[config.mk]
export PLATFORM = sky130hd
export DESIGN_NAME = uef_core
export DESIGN_NICKNAME = d
export VERILOG_FILES = /design/src/uef_pkg.sv /design/src/uef_sync.sv /design/src/uef_ep.sv /design/src/uef_core.sv
export SDC_FILE = /design/constraint.sdc
export NUM_CORES = 1
export LEC_CHECK = 0
export ABC_AREA = 1
export BUFFER_PORTS_ARGS = -buffer_cell sky130_fd_sc_hd__buf_2
export CAP_MARGIN = 10
export CORE_MARGIN = 4
export CORE_UTILIZATION = 50
export CTS_CLUSTER_SIZE = 30
export DETAILED_ROUTE_END_ITERATION = 8
export PLACE_DENSITY = 0.8
export SLEW_MARGIN = 20
export SYNTH_ARGS = -nofsm -noshare
export SYNTH_HDL_FRONTEND = slang
export SYNTH_SLANG_ARGS = --single-unit
[constraint.sdc]
create_clock -name core_clk -period 5.9 [get_ports core_clk]
set_input_delay 1.475 -clock core_clk [delete_from_list [all_inputs] [get_ports core_clk]]
set_output_delay 1.475 -clock core_clk [all_outputs]
set_load 0.01 [all_outputs]
[src/uef_pkg.sv]
package uef_pkg;
  // Register addresses on the core's register port
  localparam logic [7:0] ADDR_CLOCK_RECOVERY_CONTROL = 8'h0f;
  localparam logic [7:0] ADDR_FIFO0 = 8'h20;
  localparam logic [7:0] ADDR_FIFO3 = 8'h23;
  // Clock recovery control fields
  localparam int CR_EN_BIT = 7;
  localparam int CR_SS_BIT = 6;
  localparam int CR_LOW_BIT = 5;
  localparam logic [7:0] CLOCK_RECOVERY_CONTROL_RESET = 8'h09;
  localparam logic [4:0] CLOCK_RECOVERY_CONTROL_LOW_REQ = 5'h09;
  // FIFO geometry in the 1024-byte data RAM
  localparam int RAM_BYTES = 1024;
  localparam int RAM_AW = 10;
  localparam logic [15:0] RAM_BASE = 16'h0400;
  localparam logic [9:0] EP0_BASE = 10'h000;
  localparam logic [9:0] EP1_BASE = 10'h340;
  localparam logic [9:0] EP2_BASE = 10'h240;
  localparam logic [9:0] EP3_BASE = 10'h040;
  localparam logic [9:0] EP0_SIZE = 10'h040;
  localparam logic [9:0] EP1_SIZE = 10'h080;
  localparam logic [9:0] EP2_SIZE = 10'h100;
  localparam logic [9:0] EP3_SIZE = 10'h200;
  // Clock recovery timing
  localparam int TRIM_W = 8;
  localparam logic [7:0] TRIM_RESET = 8'h80;
  localparam logic [7:0] TRIM_COARSE = 8'h04;
  localparam logic [7:0] TRIM_FINE = 8'h01;
  localparam logic [15:0] FS_FRAME_TICKS = 16'd48000;
  localparam logic [15:0] LS_FRAME_TICKS = 16'd6000;
  localparam logic [15:0] FRAME_TOL = 16'd12;
  localparam int CORE_CLK_MHZ = 25;
  localparam int FRAME_US = 1;
  localparam int STEP_CYCLES = FRAME_US * CORE_CLK_MHZ;
endpackage

[src/uef_sync.sv]
`timescale 1ns/1ps
module uef_sync (
  // Clock and reset
  input wire logic core_clk,
  input wire logic rst_n,
  // Async level in, change seen once two stages agree
  input wire logic din,
  output logic dout
);
  logic s1_reg;
  logic s2_reg;
  logic s3_reg;
  always_ff @(posedge core_clk or negedge rst_n) begin
    if (!rst_n) begin
      s1_reg <= 1'b0;
      s2_reg <= 1'b0;
      s3_reg <= 1'b0;
      dout <= 1'b0;
    end else begin
      s1_reg <= din;
      s2_reg <= s1_reg;
      s3_reg <= s2_reg;
      if (s2_reg == s3_reg) begin
        dout <= s3_reg;
      end
    end
  end
endmodule // uef_sync

[src/uef_ep.sv]
`timescale 1ns/1ps
module uef_ep (
  // Clock and reset
  input wire logic core_clk,
  input wire logic rst_n,
  // Configuration
  input wire logic [9:0] base,
  input wire logic [9:0] size,
  input wire logic split,
  input wire logic dir_in,
  input wire logic dbl_in,
  input wire logic dbl_out,
  // Access strobes
  input wire logic rd,
  input wire logic wr,
  // Outputs
  output logic [9:0] rd_addr,
  output logic [9:0] wr_addr,
  output logic [9:0] max_pkt
);
  logic [9:0] rd_ptr_reg;
  logic [9:0] wr_ptr_reg;
  logic [9:0] half;
  logic [9:0] rd_base;
  logic [9:0] wr_base;
  logic [9:0] rd_lim;
  logic [9:0] wr_lim;
  logic [9:0] rd_inc;
  logic [9:0] wr_inc;
  assign half = size >> 1;
  // Split uses lower half for OUT, upper half for IN
  assign rd_base = base;
  assign wr_base = split ? base + half : base;
  assign rd_lim = split ? half : size;
  assign wr_lim = split ? half : size;
  // Largest packet, halved under double buffering (only dbl_in counts when split)
  assign max_pkt = split ? (dbl_in ? half >> 1 : half) :
    ((dbl_in | dbl_out) ? size >> 1 : size);
  assign rd_inc = (rd_ptr_reg == rd_lim - 10'h001) ? 10'h000 :
    rd_ptr_reg + 10'h001;
  assign wr_inc = (wr_ptr_reg == wr_lim - 10'h001) ? 10'h000 :
    wr_ptr_reg + 10'h001;
  assign rd_addr = rd_base + rd_ptr_reg;
  assign wr_addr = wr_base + wr_ptr_reg;
  always_ff @(posedge core_clk or negedge rst_n) begin
    if (!rst_n) begin
      rd_ptr_reg <= 10'h000;
      wr_ptr_reg <= 10'h000;
    end else begin
      // Combined FIFO serves only the selected direction
      if (rd && (split || !dir_in)) begin
        rd_ptr_reg <= rd_inc;
      end
      if (wr && (split || dir_in)) begin
        wr_ptr_reg <= wr_inc;
      end
    end
  end
endmodule // uef_ep

[src/uef_core.sv]
`timescale 1ns/1ps
// How it works
// - Low speed needs a 6 MHz clock
// - Full speed needs a 48 MHz clock
// - Speed bit picks full or low
// - Recovery trims oscillator from bus data
// - Full uses 4x multiplier; low divides two
// - Bit 6 makes trim step singly
// - 1024 RAM bytes hold endpoint FIFOs
// - Endpoints 1-3 serve IN, OUT or split
// - Split: IN upper half, OUT lower
// - Combined FIFO serves one direction
// - Direction bit picks combined direction
// - Double buffering holds two half packets
// - Double buffering on the IN half only when split
// - Packet size limits per endpoint
// - Read removes byte, write appends byte
// - Split read drains OUT, write fills IN
// - FIFO ports at addresses 0x20-0x23
module uef_core (
  // Clock and reset
  input wire logic core_clk,
  input wire logic resetn,
  // Register port
  input wire logic [7:0] reg_addr,
  input wire logic reg_wr,
  input wire logic reg_rd,
  input wire logic [7:0] reg_wdata,
  output logic [7:0] reg_rdata,
  // Transceiver, clock source and endpoint FIFO settings
  input wire logic full_speed,
  input wire logic xcvr_enable,
  input wire logic [2:0] ep_split,
  input wire logic [2:0] endpoint_direction_select,
  input wire logic [2:0] ep_dbl_in,
  input wire logic [2:0] ep_dbl_out,
  // USB line from pin, frame start from the serial engine
  input wire logic usb_dp,
  input wire logic sof_seen,
  // Oscillator and clock control
  output logic [7:0] osc_trim,
  output logic mult_select,
  output logic osc_div2,
  output logic [1:0] usb_clk_rate,
  // Data RAM port
  output logic ram_we,
  output logic [15:0] ram_addr,
  output logic [7:0] ram_wdata,
  input wire logic [7:0] ram_rdata,
  // Status
  output logic [9:0] ep_max_pkt [0:3],
  output logic recovery_locked
);
  typedef enum logic [1:0] {CR_IDLE, CR_MEASURE, CR_ADJUST} uef_cr_t;
  logic rst_a_reg;
  logic rst_n;
  logic [7:0] clock_recovery_control_reg;
  logic [7:0] clock_recovery_control_next;
  logic recovery_enable;
  logic recovery_single_step;
  logic low_speed_recovery_enable;
  logic cr_active;
  logic dp_sync;
  logic dp_prev_reg;
  logic sof_prev_reg;
  logic sof_rise;
  logic [15:0] tick_reg;
  logic [15:0] meas_reg;
  logic [15:0] target;
  logic [7:0] trim_reg;
  logic [7:0] step;
  logic [4:0] step_cnt_reg;
  logic step_tick;
  logic locked_reg;
  uef_cr_t cr_state;
  logic clock_recovery_control_hit;
  logic fifo_hit;
  logic [1:0] ep_sel;
  logic [3:0] ep_rd;
  logic [3:0] ep_wr;
  logic [9:0] ep_rd_addr [0:3];
  logic [9:0] ep_wr_addr [0:3];
  logic [9:0] sel_addr;
  logic [7:0] rdata_next;
  logic [9:0] ep_base [0:3];
  logic [9:0] ep_size [0:3];
  logic [3:0] split_v;
  logic [3:0] dir_v;
  logic [3:0] dbi_v;
  logic [3:0] dbo_v;

  // Reset release
  always_ff @(posedge core_clk or negedge resetn) begin
    if (!resetn) begin
      rst_a_reg <= 1'b0;
      rst_n <= 1'b0;
    end else begin
      rst_a_reg <= 1'b1;
      rst_n <= rst_a_reg;
    end
  end

  // Address decode
  assign clock_recovery_control_hit = (reg_addr == uef_pkg::ADDR_CLOCK_RECOVERY_CONTROL);
  assign fifo_hit = (reg_addr >= uef_pkg::ADDR_FIFO0) &&
    (reg_addr <= uef_pkg::ADDR_FIFO3);
  assign ep_sel = reg_addr[1:0];

  // Clock recovery control register
  assign clock_recovery_control_next = reg_wdata;
  always_ff @(posedge core_clk or negedge rst_n) begin
    if (!rst_n) begin
      clock_recovery_control_reg <= uef_pkg::CLOCK_RECOVERY_CONTROL_RESET;
    end else if (reg_wr && clock_recovery_control_hit) begin
      clock_recovery_control_reg <= clock_recovery_control_next;
    end
  end
  assign recovery_enable =
    clock_recovery_control_reg[uef_pkg::CR_EN_BIT];
  assign recovery_single_step =
    clock_recovery_control_reg[uef_pkg::CR_SS_BIT];
  assign low_speed_recovery_enable =
    clock_recovery_control_reg[uef_pkg::CR_LOW_BIT];
  // Recovery runs only with transceiver on
  assign cr_active = recovery_enable && xcvr_enable &&
    (full_speed || low_speed_recovery_enable);

  // Clock selection
  assign mult_select = full_speed;
  assign osc_div2 = !full_speed;
  assign usb_clk_rate = full_speed ? 2'h2 : 2'h1;
  assign osc_trim = trim_reg;
  assign recovery_locked = locked_reg;

  // Line input and frame markers
  uef_sync uef_sync_i (
    .core_clk(core_clk),
    .rst_n(rst_n),
    .din(usb_dp),
    .dout(dp_sync)
  );
  assign sof_rise = sof_seen && !sof_prev_reg;
  assign target = full_speed ? uef_pkg::FS_FRAME_TICKS :
    uef_pkg::LS_FRAME_TICKS;
  assign step = recovery_single_step ? uef_pkg::TRIM_FINE :
    uef_pkg::TRIM_COARSE;
  assign step_tick = (step_cnt_reg == 5'(uef_pkg::STEP_CYCLES - 1));

  always_ff @(posedge core_clk or negedge rst_n) begin
    if (!rst_n) begin
      dp_prev_reg <= 1'b0;
      sof_prev_reg <= 1'b0;
      step_cnt_reg <= 5'h00;
    end else begin
      dp_prev_reg <= dp_sync;
      sof_prev_reg <= sof_seen;
      step_cnt_reg <= step_tick ? 5'h00 : step_cnt_reg + 5'h01;
    end
  end

  // Recovery loop: count bus edges and step ticks per frame, nudge trim
  always_ff @(posedge core_clk or negedge rst_n) begin
    if (!rst_n) begin
      cr_state <= CR_IDLE;
      tick_reg <= 16'h0000;
      meas_reg <= 16'h0000;
      trim_reg <= uef_pkg::TRIM_RESET;
      locked_reg <= 1'b0;
    end else begin
      case (cr_state)
        CR_IDLE: begin
          locked_reg <= 1'b0;
          tick_reg <= 16'h0000;
          if (cr_active && sof_rise) begin
            cr_state <= CR_MEASURE;
          end
        end
        CR_MEASURE: begin
          if (!cr_active) begin
            cr_state <= CR_IDLE;
          end else if (sof_rise) begin
            meas_reg <= tick_reg;
            tick_reg <= 16'h0000;
            cr_state <= CR_ADJUST;
          end else if (step_tick || dp_sync != dp_prev_reg) begin
            tick_reg <= tick_reg + 16'h0001;
          end
        end
        CR_ADJUST: begin
          if (meas_reg + uef_pkg::FRAME_TOL < target) begin
            trim_reg <= trim_reg + step;
            locked_reg <= 1'b0;
          end else if (meas_reg > target + uef_pkg::FRAME_TOL) begin
            trim_reg <= trim_reg - step;
            locked_reg <= 1'b0;
          end else begin
            locked_reg <= 1'b1;
          end
          cr_state <= CR_MEASURE;
        end
        default: begin
          cr_state <= CR_IDLE;
        end
      endcase
    end
  end

  // Endpoint FIFO layout
  assign ep_base[0] = uef_pkg::EP0_BASE;
  assign ep_base[1] = uef_pkg::EP1_BASE;
  assign ep_base[2] = uef_pkg::EP2_BASE;
  assign ep_base[3] = uef_pkg::EP3_BASE;
  assign ep_size[0] = uef_pkg::EP0_SIZE;
  assign ep_size[1] = uef_pkg::EP1_SIZE;
  assign ep_size[2] = uef_pkg::EP2_SIZE;
  assign ep_size[3] = uef_pkg::EP3_SIZE;
  assign split_v = {ep_split, 1'b0};
  // Endpoint 0 follows the access direction
  assign dir_v = {endpoint_direction_select, ep_wr[0]};
  assign dbi_v = {ep_dbl_in, 1'b0};
  assign dbo_v = {ep_dbl_out, 1'b0};

  genvar g;
  generate
    for (g = 0; g < 4; g = g + 1) begin : g_ep
      assign ep_rd[g] = reg_rd && fifo_hit && (ep_sel == 2'(g));
      assign ep_wr[g] = reg_wr && fifo_hit && (ep_sel == 2'(g));
      uef_ep uef_ep_i (
        .core_clk(core_clk),
        .rst_n(rst_n),
        .base(ep_base[g]),
        .size(ep_size[g]),
        .split(split_v[g]),
        .dir_in(dir_v[g]),
        .dbl_in(dbi_v[g]),
        .dbl_out(dbo_v[g]),
        .rd(ep_rd[g]),
        .wr(ep_wr[g]),
        .rd_addr(ep_rd_addr[g]),
        .wr_addr(ep_wr_addr[g]),
        .max_pkt(ep_max_pkt[g])
      );
    end
  endgenerate

  // RAM access through the FIFO ports
  assign sel_addr = reg_wr ? ep_wr_addr[ep_sel] : ep_rd_addr[ep_sel];
  assign ram_addr = uef_pkg::RAM_BASE + {6'h00, sel_addr};
  assign ram_we = reg_wr && fifo_hit;
  assign ram_wdata = reg_wdata;
  assign rdata_next = fifo_hit ? ram_rdata :
    (clock_recovery_control_hit ? clock_recovery_control_reg : 8'h00);

  always_ff @(posedge core_clk or negedge rst_n) begin
    if (!rst_n) begin
      reg_rdata <= 8'h00;
    end else if (reg_rd) begin
      reg_rdata <= rdata_next;
    end
  end

  chk_clock_recovery_control_reset_value: assert property (
    @(posedge core_clk) $rose(rst_n) |->
      clock_recovery_control_reg == 8'h09)
    else $error("recovery register reset value wrong");
  chk_speed_clock_path: assert property (
    @(posedge core_clk) disable iff (!rst_n)
      mult_select != osc_div2)
    else $error("clock path selection inconsistent");
  chk_trim_single_step: assert property (
    @(posedge core_clk) disable iff (!rst_n)
      (cr_state == CR_ADJUST && recovery_single_step && trim_reg < 8'hf0
        && trim_reg > 8'h10) |=> (trim_reg - $past(trim_reg) <= 8'h01 ||
        $past(trim_reg) - trim_reg <= 8'h01))
    else $error("single step moved trim by more than one");
  chk_recovery_idle_off: assert property (
    @(posedge core_clk) disable iff (!rst_n)
      !cr_active ##1 !cr_active |=> $stable(trim_reg))
    else $error("trim changed with recovery disabled");
  chk_fifo_wr_ram: assert property (
    @(posedge core_clk) disable iff (!rst_n)
      (reg_wr && reg_addr == 8'h23) |-> ram_we)
    else $error("fifo write did not reach ram");
  chk_split_out_low: assert property (
    @(posedge core_clk) disable iff (!rst_n)
      (ep_split[2] && reg_rd && !reg_wr && reg_addr == 8'h23) |->
      ram_addr >= 16'h0440 && ram_addr <= 16'h053f)
    else $error("split read outside OUT half");
  chk_split_in_high: assert property (
    @(posedge core_clk) disable iff (!rst_n)
      (ep_split[2] && reg_wr && reg_addr == 8'h23) |->
      ram_addr >= 16'h0540 && ram_addr <= 16'h063f)
    else $error("split write outside IN half");
  chk_max_pkt_ep3: assert property (
    @(posedge core_clk) disable iff (!rst_n)
      (!ep_split[2] && !ep_dbl_in[2] && !ep_dbl_out[2]) |->
      ep_max_pkt[3] == 10'h200)
    else $error("endpoint 3 packet size wrong");
  chk_rdata_hold: assert property (
    @(posedge core_clk) disable iff (!rst_n)
      !reg_rd |=> $stable(reg_rdata))
    else $error("read data changed without a read");
  chk_fifo_rd_data: assert property (
    @(posedge core_clk) disable iff (!rst_n)
      (reg_rd && !reg_wr && fifo_hit) |=> reg_rdata == $past(ram_rdata))
    else $error("fifo read returned wrong byte");
  chk_full_clock_path: assert property (
    @(posedge core_clk) disable iff (!rst_n)
      full_speed |-> (usb_clk_rate == 2'h2 && mult_select))
    else $error("full speed clock path wrong");
  chk_low_clock_path: assert property (
    @(posedge core_clk) disable iff (!rst_n)
      !full_speed |-> (usb_clk_rate == 2'h1 && osc_div2))
    else $error("low speed clock path wrong");
  chk_fifo_rd_no_write: assert property (
    @(posedge core_clk) disable iff (!rst_n)
      (reg_rd && !reg_wr) |-> !ram_we)
    else $error("fifo read wrote the ram");
  chk_max_pkt_split: assert property (
    @(posedge core_clk) disable iff (!rst_n)
      (ep_split[0] && !ep_dbl_in[0]) |-> ep_max_pkt[1] == 10'h040)
    else $error("endpoint 1 split packet size wrong");
  chk_max_pkt_double: assert property (
    @(posedge core_clk) disable iff (!rst_n)
      (!ep_split[1] && (ep_dbl_in[1] || ep_dbl_out[1])) |->
      ep_max_pkt[2] == 10'h080)
    else $error("endpoint 2 double buffer size wrong");
  chk_recovery_drop_idle: assert property (
    @(posedge core_clk) disable iff (!rst_n)
      (!cr_active && cr_state != CR_ADJUST) |=> cr_state == CR_IDLE)
    else $error("recovery kept running while disabled");
  chk_low_recovery_gate: assert property (
    @(posedge core_clk) disable iff (!rst_n)
      (!full_speed && !low_speed_recovery_enable && cr_state == CR_IDLE)
      |=> cr_state == CR_IDLE)
    else $error("low speed recovery started without its enable");
  chk_trim_coarse_step: assert property (
    @(posedge core_clk) disable iff (!rst_n)
      (cr_state == CR_ADJUST && !recovery_single_step && trim_reg < 8'hf0
        && trim_reg > 8'h10) |=> (trim_reg == $past(trim_reg) ||
        trim_reg - $past(trim_reg) == 8'h04 ||
        $past(trim_reg) - trim_reg == 8'h04))
    else $error("normal step moved trim by a wrong amount");
endmodule // uef_core

* Word level (Yosys, flattened, before mapping)
Cells that the tools add are included.
Word-level totals: register bits 152, input bits 44, output and inout port bits 86, logic and storage cells 173
Operators by class: $add $sub $neg 24, magnitude comparators 5, equality and inequality tests 21, muxes and demuxes 49, bitwise logic cells 4, reductions and logical operators 46
Operators by type and width (number):
- $mux W10 | 18
- $add A10 B1 Y10 const B | 8
- $mux W8 | 9
- $mux W16 | 4
- $eq A10 B10 Y1 | 6
- $bmux W10 S2 | 2
- $mux W9 | 4
- $add A16 B4 Y16 const B | 2
- $pmux W16 S2 | 1
- $add A10 B10 Y10 | 3
- $sub A10 B1 Y10 const B | 3
- $logic_and A1 B1 Y1 | 23
- $add A10 B10 Y10 const A | 2
- $eq A10 B6 Y1 const B | 2
- $add A16 B1 Y16 const B | 1
- $gt A16 B16 Y1 | 1
- $lt A16 B16 Y1 | 1
- $add A11 B10 Y12 const A | 1
- $add A7 B10 Y10 const A | 1
- $add A8 B3 Y8 | 1
- $eq A8 B4 Y1 const B | 1
- $ge A8 B6 Y1 const B | 1
- $le A8 B6 Y1 const B | 1
- $logic_or A1 B1 Y1 | 8
- 24 further kinds | 45

* Logic depth before layout (Yosys ltp)
depth in word-level cells 7, depth in mapped cells 27, depth with buffers taken out 27

* Cells and area by module
Synthesis repeated with hierarchy kept, for this count alone.
Second synthesis, totals: cell total of the unflattened synthesis 2670, area, all modules 18270.0 µm²
By module, submodules not included:
- uef_ep (g_ep[1].uef_ep_i ...) | instances 3, cells each 505, area each 3389.5 µm², sequential area each 500.5 µm²
- uef_core | instances 1, cells each 601, area each 4563.1 µm², sequential area each 1705.4 µm²
- uef_ep (g_ep[0].uef_ep_i) | instances 1, cells each 546, area each 3422.0 µm², sequential area each 500.5 µm²
- uef_sync | instances 1, cells each 8, area each 116.4 µm², sequential area each 100.1 µm²

* Worst setup path before layout
No wires, ideal clock.
kind input -> output, from in ep_split[0], to out ram_addr[7], data arrival time 2.639 ns, required time 4.425 ns, slack 1.786 ns, cell stages on the path 7, path buffers 0, cell sequence inv_1 -> ha_1 -> inv_1 -> fa_1 -> o22ai_1 -> a211oi_1 -> o21ai_0
On the way: word-level cells in the longest chain between the ends 7
RTL lines:
- start: declaration | RTL line uef_core.sv:33 | input wire logic [2:0] ep_split,
- $mux W8 | RTL line uef_ep.sv:33 | assign wr_base = split ? base + half : base;
- $add A10 B10 Y10 | RTL line uef_ep.sv:44 | assign wr_addr = wr_base + wr_ptr_reg;
- $bmux W10 S2 | RTL line uef_core.sv:247 | assign sel_addr = reg_wr ? ep_wr_addr[ep_sel] : ep_rd_addr[ep_sel];
- $mux W10 (implied by the code) (2 in a row) | RTL line uef_core.sv:247
- $mux W10 | RTL line uef_core.sv:247
- $add A11 B10 Y12 | RTL line uef_core.sv:248 | assign ram_addr = uef_pkg::RAM_BASE + {6'h00, sel_addr};
- end: declaration | RTL line uef_core.sv:47 | output logic [15:0] ram_addr,
Every way passes these cells. The select of a mux whose other input is x is not followed.

* Worst setup path after layout
from in reg_addr[0], to out ram_addr[0]
On the way: word-level cells in the longest chain between the ends 6, elaborated cells on any way between the ends 9, classes of those cells 1 x add/sub; 7 x mux; 1 x bitwise
RTL lines:
- start: declaration | RTL line uef_core.sv:25 | input wire logic [7:0] reg_addr,
- $not A2 Y3 (implied by the code) * | RTL line uef_core.sv:247
- $bmux W10 S2 | RTL line uef_core.sv:247
- $mux W10 (implied by the code) (2 in a row) | RTL line uef_core.sv:247
- $mux W10 * | RTL line uef_core.sv:247
- $add A11 B10 Y12 * | RTL line uef_core.sv:248
Mark *: on every way between the ends. The rest lies on a longest branch, timed or not. The select of a mux whose other input is x is not followed.

==> flow_summary.ini <==
[outcome]
status = completed

[floorplan]
die-area_mm2 = 0.0212
initial_core_util_pct = 50.7
row_count = 50
die_x_um = 146
die_h_um = 146
ios = 130
core_mm2 = 0.0187

[place]
dp_hpwl_mm = 17.4
port_buffers = 92
place.gp.congestion = 0.997

[global_routing]
antenna_found_initial = 0
grt_pass1_vias = 7875
grt.overflow.total = 0
grt_pass1_wl_mm = 37.8
grt_start_max_net_pins = 60
grt_usage_pct = 21.6

[cells_and_area]
multi_input_area_mm2 = 0.00470
final.fill_count = 1725
ff_latch_area_mm2 = 0.00381
n_antenna_cell = 0
area.growth.synth_to_final_pct = 11.5
drive_gt1_share_pct = 15.0
nNetsFinal = 1366

[timing]
holdWs_ns = 0.330
setup_viol = 0
slew_headroom_pct = 33.9
max_freq_mhz = 221
worst_pin_slew_ns = 0.988
skew_ns = 0.00694
maxSlewViolCount = 0
rsz0062_at_grt = no
min_period_over_period_pct = 76.7
period_needed_ns = 4.53
fin_tns_setup_ns = 0
hold_violations = 0

[synth]
ys.flop_type = dfrtp_1
synthTopCellsByArea = dfrtp_1, nand2_1, inv_1
synth_top_cell_by_area = dfrtp_1
async_reset_ff_share_pct = 100
synth_most_common_cell = nand2_1
synth_top_area_share_pct = 39.3
ys_types = 61
synth_edf_count = 0
synth_commonest_cells = nand2_1, inv_1, dfrtp_1
syn_area_mm2 = 0.00949
synth_warnings = 0
synthCells = 1187
seq_area_frac_synth_pct = 40.1
ys_seq_elements = 152
avgSynthCellArea_um2 = 7.99

[drt]
vias = 8123
drt-initial-drc-count = 556
postRouteAntennaNets = 0
drc_errors = 0
post_drt_via_cell_ratio = 5.33
routed_wl_mm = 22.4
routedWlPerCell_um = 14.7
first_pass_iters = 5

[clocking]
cts.htree.levels = 4
postCtsResizedCells = 0
clock_latency_ns = 0.42
numCtsBuffers = 17
postCtsSetupBuffers = 0
cts-root-buf = clkbuf_16
cts.sink_count = 152
clock_path_buffers = 2
ctsHoldBuffers = 0
cts_tree = built
clk_pin_slew_ns = 0.06

[run]
drv_cap = 0

[setup_path]
arrival_ns = 3.05
crit_path_start_kind = input port
cp.required_ns = 4.43
crit_fanout = 16
cp-end-kind = primary output
crit_type = input port to primary output

[power]
power.density_mw_per_mm2 = 263
p_leak_uw = 0.00530
ir_drop_mv = 0.210

[worst_hold_path]
hold_class = register to asynchronous set/reset pin
## cells in the final DEF, fill, tap and decap left out, types with 42 or more instances in the layout
| cell | synthesis | routed |
|---|---|---|
| a21oi_1 | 62 | 62 |
| inv_1 | 176 | 176 |
| nand3_1 | 52 | 52 |
| nor2_1 | 93 | 93 |
| nor3_1 | 42 | 42 |
| dfrtp_1 | 149 | 148 |
| buf_2 | 4 | 92 |
| o21ai_0 | 72 | 72 |
| ha_1 | 42 | 42 |
| nand2_1 | 221 | 221 |
## through the flow
stage	util, %	power [uW]	worst slack, ns	instance area [um^2]	cells
after floorplan	-	1560	1.36	9620	1223
after global placement	53.4	1670	1.40	9980	1492
after detailed placement	53.4	1690	1.38	9980	1492
after CTS	56.5	2800	1.38	10600	1524
after global routing	56.5	2920	1.22	10600	1524
final	56.5	2780	1.37	10600	1524
## cell families (layout without fill, tap and decap cells)
kind of cell               Yosys count  after routing  share of synthesized area, %
AOI/OAI and AO/OA                  207            207                          13.1
xor gates and xnor gates            37             37                          3.42
adders and majority gates           46             46                          6.28
buffers and inverters              243            310                          11.7
DFF                                152            152                          40.1
muxes                                1              1                         0.119
other                                2             38                        0.0792
and+or+nand+nor                    499            499                          25.1
## layout make-up
cell class,count,area share (%)
Clock buffer,20,4.22
Clock inverter,12,1.43
Inverter,182,6.46
Multi-Input combinational cell,828,44.5
Sequential cell,152,36.0
Tap cell,234,2.77
Timing Repair Buffer,96,4.64
## metal layers
metal,part of all wire (%),up-vias,GRT usage [%]
met1,44,3836,28.4
met2,48,232,36.5
li1,-,4020,-
met5,0,-,0
met3,5.6,35,4.08
met4,2.0,0,6.36
## worst max-delay path, cell delays in order
cell	delay, ns
buf_2	0.11
inv_1	0.09
nand2_1	0.45
inv_1	0.27
nand2_1	0.13
o2111ai_1	0.13
nand2_1	0.12
o21ai_0	0.10
buf_2	0.17
## power breakdown
part	internal (uW)	leakage, uW	total [uW]	switching [uW]
registers	1110	0.00183	1170	64.3
logic	186	0.00318	505	319
clock network	676	0.000290	1100	429
## final timing paths
| check | start | cells past startpoint | slack, ns | endpoint |
|---|---|---|---|---|
| setup / recovery | reg_addr[0] | 9 | 1.37 | ram_addr[0] |
| hold reg to reg | rst_n$_DFF_PN0_ | 0 | 0.33 | uef_sync_i.s2_reg$_DFF_PN0_ |
| hold / removal | rst_n$_DFF_PN0_ | 0 | 0.33 | uef_sync_i.s2_reg$_DFF_PN0_ |
| setup reg to reg | meas_reg[6]$_DFFE_PN0P_ | 25 | 1.87 | osc_trim[6]$_DFFE_PN0P_ |
| max in group asynchronous | rst_n$_DFF_PN0_ | 1 | 4.38 | g_ep[1].uef_ep_i.rd_ptr_reg[7]$_DFFE_PN0P_ |
| min in group core_clk | uef_sync_i.s1_reg$_DFF_PN0_ | 0 | 0.35 | uef_sync_i.s2_reg$_DFF_PN0_ |
Power figures use the tool's default switching activity.
